===== config.mk =====
export PLATFORM = sky130hd
export DESIGN_NAME = ebt_timer
export DESIGN_NICKNAME = d
export VERILOG_FILES = /design/src/ebt_pin_sync.v /design/src/ebt_prescaler.v /design/src/ebt_timer.v
export VERILOG_INCLUDE_DIRS = /design/src
export SDC_FILE = /design/constraint.sdc
export NUM_CORES = 1
export LEC_CHECK = 0
export ABC_AREA = 1
export BUFFER_PORTS_ARGS = -buffer_cell sky130_fd_sc_hd__buf_2
export CORE_MARGIN = 8
export CORE_UTILIZATION = 56
export CTS_BUF_LIST = sky130_fd_sc_hd__clkbuf_16
export DETAILED_ROUTE_END_ITERATION = 12
export PLACE_DENSITY = 0.82
export SYNTH_ARGS = -nofsm -noshare
export SYNTH_HDL_FRONTEND = slang
export SYNTH_SLANG_ARGS = --single-unit

===== constraint.sdc =====
create_clock -name pclk -period 3.29 [get_ports pclk]
set_clock_uncertainty 0.1 [all_clocks]
set_input_delay 0.658 -clock pclk [delete_from_list [all_inputs] [get_ports pclk]]
set_output_delay 0.658 -clock pclk [all_outputs]
set_load 0.01 [all_outputs]

===== src/ebt_map.vh =====
// Purpose: Register map, field positions, reset values and prescaler taps of the 8-bit timer.
// Assumes: APB with 32-bit data; each register takes one aligned word at four times its index.
// Notes:   Included by the prescaler and timer design files, the assertions and the bench.
`ifndef EBT_MAP_VH
`define EBT_MAP_VH

// =====================================================================
// Register indices and byte addresses
`define EBT_IDX_CONTROL     8'h16
`define EBT_IDX_COMPARE     8'h17
`define EBT_IDX_DIV_CONFIG  8'h18
`define EBT_IDX_STATUS      8'h19
`define EBT_ADDR_CONTROL    8'h58
`define EBT_ADDR_COMPARE    8'h5C
`define EBT_ADDR_DIV_CONFIG 8'h60
`define EBT_ADDR_STATUS     8'h64

// =====================================================================
// Control, config and status register fields
`define EBT_MODE_LSB        0
`define EBT_MODE_MSB        1
`define EBT_SRC_LSB         2
`define EBT_SRC_MSB         4
`define EBT_RUN_BIT         5
`define EBT_CFG_FIRST_BIT   0
`define EBT_CFG_CLKSRC_BIT  1
`define EBT_STAT_DIV_BIT    8
`define EBT_STAT_PWM_BIT    9

// =====================================================================
// Mode and source codes
`define EBT_MODE_TIMER      2'h0
`define EBT_MODE_RSVD       2'h1
`define EBT_MODE_DIVIDER    2'h2
`define EBT_MODE_PWM        2'h3
`define EBT_SRC_SLOWEST     3'h0
`define EBT_SRC_EXTERNAL    3'h7

// =====================================================================
// Reset values
`define EBT_RST_CONTROL     8'h00
`define EBT_RST_COMPARE     8'hFF
`define EBT_RST_DIV_CONFIG  2'h0

// =====================================================================
// Prescaler tap exponents of the fast clock, and the slow clock divide
`define EBT_TAP_000         4'hB
`define EBT_TAP_001         4'h7
`define EBT_TAP_010         4'h5
`define EBT_TAP_011         4'h3
`define EBT_TAP_100         4'h2
`define EBT_TAP_101         4'h1
`define EBT_TAP_110         4'h0
`define EBT_SLOW_DIV_LAST   3'h7

`endif


===== src/ebt_pin_sync.v =====
// Purpose: Brings an asynchronous pin into the pclk domain and marks its edges.
// Assumes: Pin pulses last several pclk periods.
// Notes:   A level counts once the second and third stages agree.
`timescale 1ns/1ps

module ebt_pin_sync
(
  input  wire pclk,
  input  wire presetn,
  input  wire pin_in,
  output reg  rise,
  output reg  fall
);

  // ===================================================================
  // Three-stage synchroniser and agreed level
  reg [2:0] stage;
  reg       level;

  always @(posedge pclk or negedge presetn)
  begin
    if (!presetn)
    begin
      stage <= 3'h0;
      level <= 1'b0;
      rise  <= 1'b0;
      fall  <= 1'b0;
    end
    else
    begin
      stage <= {stage[1:0], pin_in};
      rise  <= 1'b0;
      fall  <= 1'b0;
      // Only stages two and three are compared; stage one may be metastable.
      if ((stage[1] == stage[2]) && (stage[2] != level))
      begin
        level <= stage[2];
        rise  <= stage[2];
        fall  <= ~stage[2];
      end
    end
  end

endmodule // ebt_pin_sync


===== src/ebt_prescaler.v =====
// Purpose: Divider chain that turns the fast clock or slow clock into count enables.
// Assumes: pclk is the fast clock; the slow clock arrives as synchronised rising edges.
// Notes:   The enable is registered, so it lags the selected tap by one cycle.
`timescale 1ns/1ps
`include "ebt_map.vh"

module ebt_prescaler
#(
  parameter DIV_WIDTH = 13
)
(
  input  wire       pclk,
  input  wire       presetn,
  input  wire [2:0] source_clock_select,
  input  wire       divider_first_stage_select,
  input  wire       divider_clock_source_select,
  input  wire       slow_rise,
  output reg        tick
);

  // ===================================================================
  // Tap exponent of each source code
  function [3:0] tap_exp;
    input [2:0] code;
    begin
      case (code)
        3'h0:    tap_exp = `EBT_TAP_000;
        3'h1:    tap_exp = `EBT_TAP_001;
        3'h2:    tap_exp = `EBT_TAP_010;
        3'h3:    tap_exp = `EBT_TAP_011;
        3'h4:    tap_exp = `EBT_TAP_100;
        3'h5:    tap_exp = `EBT_TAP_101;
        default: tap_exp = `EBT_TAP_110;
      endcase
    end
  endfunction

  // ===================================================================
  // Free-running chain and slow clock divide
  reg  [DIV_WIDTH-1:0] chain;
  reg  [2:0]           slow_cnt;
  wire [3:0]           exp_sel = tap_exp(source_clock_select)
                                 + {3'h0, divider_first_stage_select};
  wire [DIV_WIDTH-1:0] mask = ({{(DIV_WIDTH-1){1'b0}}, 1'b1} << exp_sel)
                              - {{(DIV_WIDTH-1){1'b0}}, 1'b1};
  wire                 fast_tick = ((chain & mask) == mask);
  wire                 slow_tick = slow_rise && (slow_cnt == `EBT_SLOW_DIV_LAST);
  reg                  next_tick;

  always @*
  begin
    if ((source_clock_select == `EBT_SRC_SLOWEST) && divider_clock_source_select)
      next_tick = slow_tick;
    else if (source_clock_select == `EBT_SRC_EXTERNAL)
      next_tick = 1'b0;
    else
      next_tick = fast_tick;
  end

  always @(posedge pclk or negedge presetn)
  begin
    if (!presetn)
    begin
      chain    <= {DIV_WIDTH{1'b0}};
      slow_cnt <= 3'h0;
      tick     <= 1'b0;
    end
    else
    begin
      chain <= chain + {{(DIV_WIDTH-1){1'b0}}, 1'b1};
      if (slow_rise)
        slow_cnt <= slow_cnt + 3'h1;
      tick <= next_tick;
    end
  end

endmodule // ebt_prescaler


===== src/ebt_timer.v =====
// Purpose: Eight-bit timer/counter with timer, event, divider and PWM modes, APB slave.
// Assumes: pclk is the fast clock; stop_mode_entry is a pulse from the standby controller.
// Notes:   One wait state on every APB access; unmapped addresses answer with pslverr.
`timescale 1ns/1ps
`include "ebt_map.vh"

module ebt_timer
(
  input  wire        pclk,
  input  wire        presetn,
  input  wire        psel,
  input  wire        penable,
  input  wire        pwrite,
  input  wire [7:0]  paddr,
  input  wire [31:0] pwdata,
  output reg  [31:0] prdata,
  output reg         pready,
  output reg         pslverr,
  input  wire        event_input_pin,
  input  wire        low_freq_clock,
  input  wire        stop_mode_entry,
  output reg         divider_output_pin,
  output reg         pwm_output_pin,
  output reg         timer_match_interrupt
);

  // ===================================================================
  // Address decode
  localparam SEL_NONE    = 3'h0;
  localparam SEL_CONTROL = 3'h1;
  localparam SEL_COMPARE = 3'h2;
  localparam SEL_CONFIG  = 3'h3;
  localparam SEL_STATUS  = 3'h4;

  localparam [7:0] RST_CONTROL = `EBT_RST_CONTROL;

  function [2:0] reg_sel;
    input [7:0] addr;
    begin
      case (addr)
        `EBT_ADDR_CONTROL:    reg_sel = SEL_CONTROL;
        `EBT_ADDR_COMPARE:    reg_sel = SEL_COMPARE;
        `EBT_ADDR_DIV_CONFIG: reg_sel = SEL_CONFIG;
        `EBT_ADDR_STATUS:     reg_sel = SEL_STATUS;
        default:              reg_sel = SEL_NONE;
      endcase
    end
  endfunction

  // ===================================================================
  // State
  reg       run_control;
  reg [2:0] source_clock_select;
  reg [1:0] operating_mode_select;
  reg [7:0] timer_compare_value;
  reg       divider_first_stage_select;
  reg       divider_clock_source_select;
  reg [7:0] count;
  reg [7:0] pwm_active;

  wire       tick;
  wire       event_rise;
  wire       event_fall;
  wire       slow_rise;
  wire [7:0] count_inc   = count + 8'h01;
  wire       match_next  = (count_inc == timer_compare_value);
  wire       access      = psel && penable && pready;
  wire [2:0] sel         = reg_sel(paddr);
  wire       write_ctl   = access && pwrite && (sel == SEL_CONTROL);
  wire       write_cmp   = access && pwrite && (sel == SEL_COMPARE);
  wire       write_cfg   = access && pwrite && (sel == SEL_CONFIG);
  wire       ext_source  = (source_clock_select == `EBT_SRC_EXTERNAL);

  // ===================================================================
  // Pin synchronisers and prescaler
  ebt_pin_sync u_event_sync
  (
    .pclk    (pclk),
    .presetn (presetn),
    .pin_in  (event_input_pin),
    .rise    (event_rise),
    .fall    (event_fall)
  );

  ebt_pin_sync u_slow_sync
  (
    .pclk    (pclk),
    .presetn (presetn),
    .pin_in  (low_freq_clock),
    .rise    (slow_rise),
    .fall    ()
  );

  ebt_prescaler #(
    .DIV_WIDTH (13)
  ) u_prescaler
  (
    .pclk                        (pclk),
    .presetn                     (presetn),
    .source_clock_select         (source_clock_select),
    .divider_first_stage_select  (divider_first_stage_select),
    .divider_clock_source_select (divider_clock_source_select),
    .slow_rise                   (slow_rise),
    .tick                        (tick)
  );

  // ===================================================================
  // APB handshake and read data
  reg [31:0] next_prdata;

  always @*
  begin
    next_prdata = 32'h0000_0000;
    case (sel)
      SEL_CONTROL:
      begin
        // Bits 6 and 7 have no storage and read as zero.
        next_prdata[`EBT_RUN_BIT]                 = run_control;
        next_prdata[`EBT_SRC_MSB:`EBT_SRC_LSB]    = source_clock_select;
        next_prdata[`EBT_MODE_MSB:`EBT_MODE_LSB]  = operating_mode_select;
      end
      SEL_COMPARE:
        next_prdata[7:0] = timer_compare_value;
      SEL_CONFIG:
      begin
        next_prdata[`EBT_CFG_FIRST_BIT]  = divider_first_stage_select;
        next_prdata[`EBT_CFG_CLKSRC_BIT] = divider_clock_source_select;
      end
      SEL_STATUS:
      begin
        next_prdata[7:0]               = count;
        next_prdata[`EBT_STAT_DIV_BIT] = divider_output_pin;
        next_prdata[`EBT_STAT_PWM_BIT] = pwm_output_pin;
      end
      default:
        next_prdata = 32'h0000_0000;
    endcase
  end

  always @(posedge pclk or negedge presetn)
  begin
    if (!presetn)
    begin
      pready  <= 1'b0;
      pslverr <= 1'b0;
      prdata  <= 32'h0000_0000;
    end
    else
    begin
      // The answer comes one cycle into the access phase, so data is registered.
      if (psel && penable && !pready)
      begin
        pready  <= 1'b1;
        pslverr <= (sel == SEL_NONE);
        prdata  <= pwrite ? 32'h0000_0000 : next_prdata;
      end
      else
      begin
        pready  <= 1'b0;
        pslverr <= 1'b0;
      end
    end
  end

  // ===================================================================
  // Software registers
  always @(posedge pclk or negedge presetn)
  begin
    if (!presetn)
    begin
      run_control                 <= RST_CONTROL[`EBT_RUN_BIT];
      source_clock_select         <= RST_CONTROL[`EBT_SRC_MSB:`EBT_SRC_LSB];
      operating_mode_select       <= RST_CONTROL[`EBT_MODE_MSB:`EBT_MODE_LSB];
      timer_compare_value         <= `EBT_RST_COMPARE;
      divider_first_stage_select  <= 1'b0;
      divider_clock_source_select <= 1'b0;
    end
    else
    begin
      // Standby entry wins over a software start in the same cycle: halting is safe.
      if (stop_mode_entry)
        run_control <= 1'b0;
      else if (write_ctl)
        run_control <= pwdata[`EBT_RUN_BIT];
      if (write_ctl)
      begin
        source_clock_select   <= pwdata[`EBT_SRC_MSB:`EBT_SRC_LSB];
        operating_mode_select <= pwdata[`EBT_MODE_MSB:`EBT_MODE_LSB];
      end
      if (write_cmp)
        timer_compare_value <= pwdata[7:0];
      if (write_cfg)
      begin
        divider_first_stage_select  <= pwdata[`EBT_CFG_FIRST_BIT];
        divider_clock_source_select <= pwdata[`EBT_CFG_CLKSRC_BIT];
      end
    end
  end

  // ===================================================================
  // Counter and outputs
  always @(posedge pclk or negedge presetn)
  begin
    if (!presetn)
    begin
      count                 <= 8'h00;
      pwm_active            <= `EBT_RST_COMPARE;
      divider_output_pin    <= 1'b1;
      pwm_output_pin        <= 1'b1;
      timer_match_interrupt <= 1'b0;
    end
    else
    begin
      timer_match_interrupt <= 1'b0;
      if (!run_control)
      begin
        // Stopped: counter held at zero, pins idle high, shadow follows software.
        count              <= 8'h00;
        divider_output_pin <= 1'b1;
        pwm_output_pin     <= 1'b1;
        pwm_active         <= timer_compare_value;
      end
      else
      begin
        case (operating_mode_select)
          `EBT_MODE_TIMER:
          begin
            divider_output_pin <= 1'b1;
            pwm_output_pin     <= 1'b1;
            if (ext_source)
            begin
              if (event_rise)
                count <= count_inc;
              else if (event_fall && (count == timer_compare_value))
              begin
                count                 <= 8'h00;
                timer_match_interrupt <= 1'b1;
              end
            end
            else if (tick)
            begin
              if (match_next)
              begin
                count                 <= 8'h00;
                timer_match_interrupt <= 1'b1;
              end
              else
                count <= count_inc;
            end
          end
          `EBT_MODE_DIVIDER:
          begin
            pwm_output_pin <= 1'b1;
            if (tick)
            begin
              if (match_next)
              begin
                count                 <= 8'h00;
                divider_output_pin    <= ~divider_output_pin;
                timer_match_interrupt <= 1'b1;
              end
              else
                count <= count_inc;
            end
          end
          `EBT_MODE_PWM:
          begin
            divider_output_pin <= 1'b1;
            if (tick)
            begin
              count <= count_inc;
              if (count == 8'hFF)
              begin
                // Overflow closes the cycle and takes the new compare value.
                pwm_output_pin        <= 1'b1;
                timer_match_interrupt <= 1'b1;
                pwm_active            <= timer_compare_value;
              end
              else if (count_inc == pwm_active)
                pwm_output_pin <= 1'b0;
            end
          end
          default:
          begin
            // The reserved mode holds the counter and keeps both pins high.
            divider_output_pin <= 1'b1;
            pwm_output_pin     <= 1'b1;
          end
        endcase
      end
    end
  end

endmodule // ebt_timer


==> metrics.md <==
| Metric | Value |
|---|---|
| GRT Total Usage | `between 20% and 30%` |
| Final Cycle Share | `91.0%` |
| Max cap viols | `0` |
| DR vias | `roughly 4200` |
| Die height | `107 microns` |
| Antenna cells | `0` |
| Synth top area share | `30.6%` |
| Synth Flop Type | `dfrtp_1` |
| Share of cells above drive strength 1 | `between 10% and 20%` |
| Core footprint | `between 8000 and 9000 sq um` |
| Routed vias/inst | `approximately 5.4` |
| Full die area | `~12000 sq um` |
| Register area share after synthesis | `40.7%` |
| Cells after synthesis | `around 620` |
| Status | `complete, no violations` |
| Finished Core Util | `a little under two thirds` |
| Area Overhead vs Synth | `11.3%` |
| Most frequent cells in the layout | `156 x nand2_1, 79 x inv_1, 57 x dfrtp_1` |
| DR WL/cell | `about 15 microns` |
| Uppermost layer routed | `met4` |
| RSZ-0062 raised after global routing | `false` |
| CP bufs+invs | `3` |
| CTS Buffer Depth | `2` |
| Commonest non-fill, non-tap cell in the layout | `nand2_1` |
| CTS sink cnt | `75` |
| Clock-pin slew on the worst setup and hold paths | `roughly 60 ps` |
| Critical Path Fanout Max | `6` |
| CP delay by family, top | `simple AND/OR/NAND/NOR gates` |
| Fin. max-slew vios | `0` |
| Starting density of the core | `a little under three fifths` |
| Post-route non-filler standard cell count | `775` |
| Met2 WL | `about 6 mm` |
| Critical path cell sequence | `inv_2 -> nand2_1 -> nand2_1 -> ha_1 -> ha_1 -> inv_1 -> nand3_1 -> inv_1 -> nand2_2 -> ha_1 -> o2111ai_1 -> a21oi_1 -> nand3_1 -> nor2_1 -> nand2_1 -> nor2_1 -> nand2_1 -> nand2_1` |
| Post-DRT Antenna Nets | `0` |
| Worst Hold Class | `reg -> reg` |
| #FFs+latches synth | `75` |
| WL final | `12.0 mm` |
| Most frequent CP cell | `nand2_1` |
| Synth area leader | `dfrtp_1` |
| DIE WIDTH | `~110 microns` |
| Slowest-stage cell, CP | `dfrtp_1` |
| Area contributors post-synth | `dfrtp_1 31%, nand2_1 13%, dfstp_2 10%` |
| Cts bufs inserted | `9` |
| Min Tclk post-route | `between 2000 and 3000 ps` |
| TritonCTS clock tree | `done` |
| Final TNS setup | `0 ps` |
| Async S/R FF share, synth | `100%` |
| Initial DRT Pass Iterations | `6` |
| Post-Syn Area | `approximately 4700 sq um` |
| Leak Pwr | `between 2 and 3 nW` |
| CTS root buffer | `clkbuf_16` |
| Buffers added on ports | `38` |
| Initial antenna violation count | `0` |
| M1 wire length | `a little under 5 mm` |
| Residual DRC | `0` |
| Number of flops mapped to enable cells by yosys | `0` |
| Placer congestion estimate | `approximately 0.95` |
| Final Net Count | `720` |
| Finish-stage setup viols | `0` |
| Vias in the first global route | `4166` |
| Placed insts | `~760` |
| Crit end category | `flop` |
| Critical Path AT | `approximately 3200 ps` |
| PD cells | `410 nW/um^2` |
| Worst Tran Pin Value | `roughly 1100 ps` |
| First-pass GRT wire length | `19.5 mm` |
| Relative slew slack | `between 20% and 30%` |
| H-Tree Level Count | `3` |
| Worst EP required | `around 3500 ps` |
| Largest net degree at the start of global routing | `76` |
| Worst ir drop on vdd | `0.256 mV` |
| Avg Cell Area, Syn | `~7.5 sq um` |
| Post-DP HPWL | `just under 9 mm` |
| Clock latency on the worst-skew pair | `roughly 350 ps` |
| Kind of critical path | `reg -> reg` |
| Final setup margin | `~300 ps` |
| Core Rows | `33` |
| Initial DRC count | `slightly above 200` |
| Fillers | `712` |
| Synth cell types | `between 40 and 50` |
| Fmax | `~330 MHz` |
| Warnings from Yosys | `0` |
| CP Launch Type | `flop` |
| Met3 WL | `around 640 microns` |
| Setup WS pre-CTS | `about 360 ps` |
| I/O Pins | `85` |
| Critical path's largest stage delay | `400 ps` |
| Final Hold Viols | `0` |
| GR Overflow Total | `0` |
-- path summary, 6_finish.rpt --
kind                       slack, ps  cells past startpoint                     to              startpoint
min in group asynchronous        350                      1               count[4]                 presetn
max reg2reg                      300                     18       u_prescaler.tick  source_clock_select[1]
min                              250                      0   u_slow_sync.stage[1]    u_slow_sync.stage[0]
max in group asynchronous       2130                      1  u_prescaler.chain[12]                 presetn
max                              300                     18       u_prescaler.tick  source_clock_select[1]
min reg2reg                      250                      0   u_slow_sync.stage[1]    u_slow_sync.stage[0]
-- synthesized netlist by cell type (all sizes together) (2+ instances only) --
cell type  number
nand2         160
inv            84
dfrtp          57
o21ai          54
nand3          50
nor2           48
buf            23
xor2           22
a21oi          20
dfstp          18
nor3           13
nand4          11
o22ai           9
xnor2           8
clkbuf          7
ha              7
nand3b          6
mux2            3
o221ai          3
or2             3
a211oi          2
a22o            2
a31oi           2
a32o            2
o21bai          2
-- cell families (layout without fill, tap and decap cells) --
family / count (synthesis) / after routing / share of synthesized area (%)
and+or+nand+nor: 291 / 291 / 27.3
buffers and inverters: 115 / 141 / 11.1
AOI/OAI and AO/OA: 101 / 101 / 12.3
DFF: 75 / 75 / 40.7
xor gates and xnor gates: 30 / 30 / 5.96
adders and majority gates: 7 / 7 / 1.88
muxes: 3 / 3 / 0.724
other: 1 / 22 / 0.0804
-- sequential cells by signal (all words and copies together), names as in the netlist --
name / flops
u_event_sync.fall: 1
prdata: 10
divider_first_stage_select: 1
operating_mode_select: 2
timer_compare_value: 8
u_prescaler.tick: 1
pready: 1
u_event_sync.rise: 1
source_clock_select: 3
divider_clock_source_select: 1
divider_output_pin: 1
pwm_output_pin: 1
u_slow_sync.level: 1
timer_match_interrupt: 1
u_event_sync.stage: 3
u_event_sync.level: 1
u_prescaler.slow_cnt: 3
u_slow_sync.stage: 3
run_control: 1
u_slow_sync.rise: 1
pwm_active: 8
u_prescaler.chain: 13
count: 8
pslverr: 1
-- metrics by stage --
step	power, W	hold WS [ps]	area (sq um)
2_1_floorplan	0.00108	231	4740
3_3_place_gp	0.00110	236	4890
5_1_grt	0.00220	268	5190
4_1_cts	0.00214	258	5190
6_report	0.00213	255	5190
3_5_place_dp	0.00111	238	4890
-- report_power, final --
part / switching, W / internal, W / total (W)
Sequential: 0.0000198 / 0.000955 / 0.000975
Clock: 0.000439 / 0.000600 / 0.00104
Combinational: 0.0000742 / 0.0000434 / 0.000118
-- layer usage --
layer	vias up	GRT usage, %
met5	-	0
met2	153	36.6
li1	2063	-
met3	53	4.67
met1	1949	23.0
met4	0	15.3
-- final cells by class --
type / instances / area (sq um) / area share, %
repair buffers: 40 / 208 / 4.00
clock inverters: 7 / 80.1 / 1.54
multi-input cells: 454 / 2330 / 44.9
inverters: 85 / 319 / 6.14
well taps: 105 / 131 / 2.53
flip-flops and latches: 75 / 1900 / 36.6
clock buffers: 9 / 225 / 4.34
-- timing repair --
action,CTS,global route
buffers inserted,0,0
setup endpoints to repair,0,1
hold buffers,0,0
resized for setup,0,1
Power figures use the tool's default switching activity.
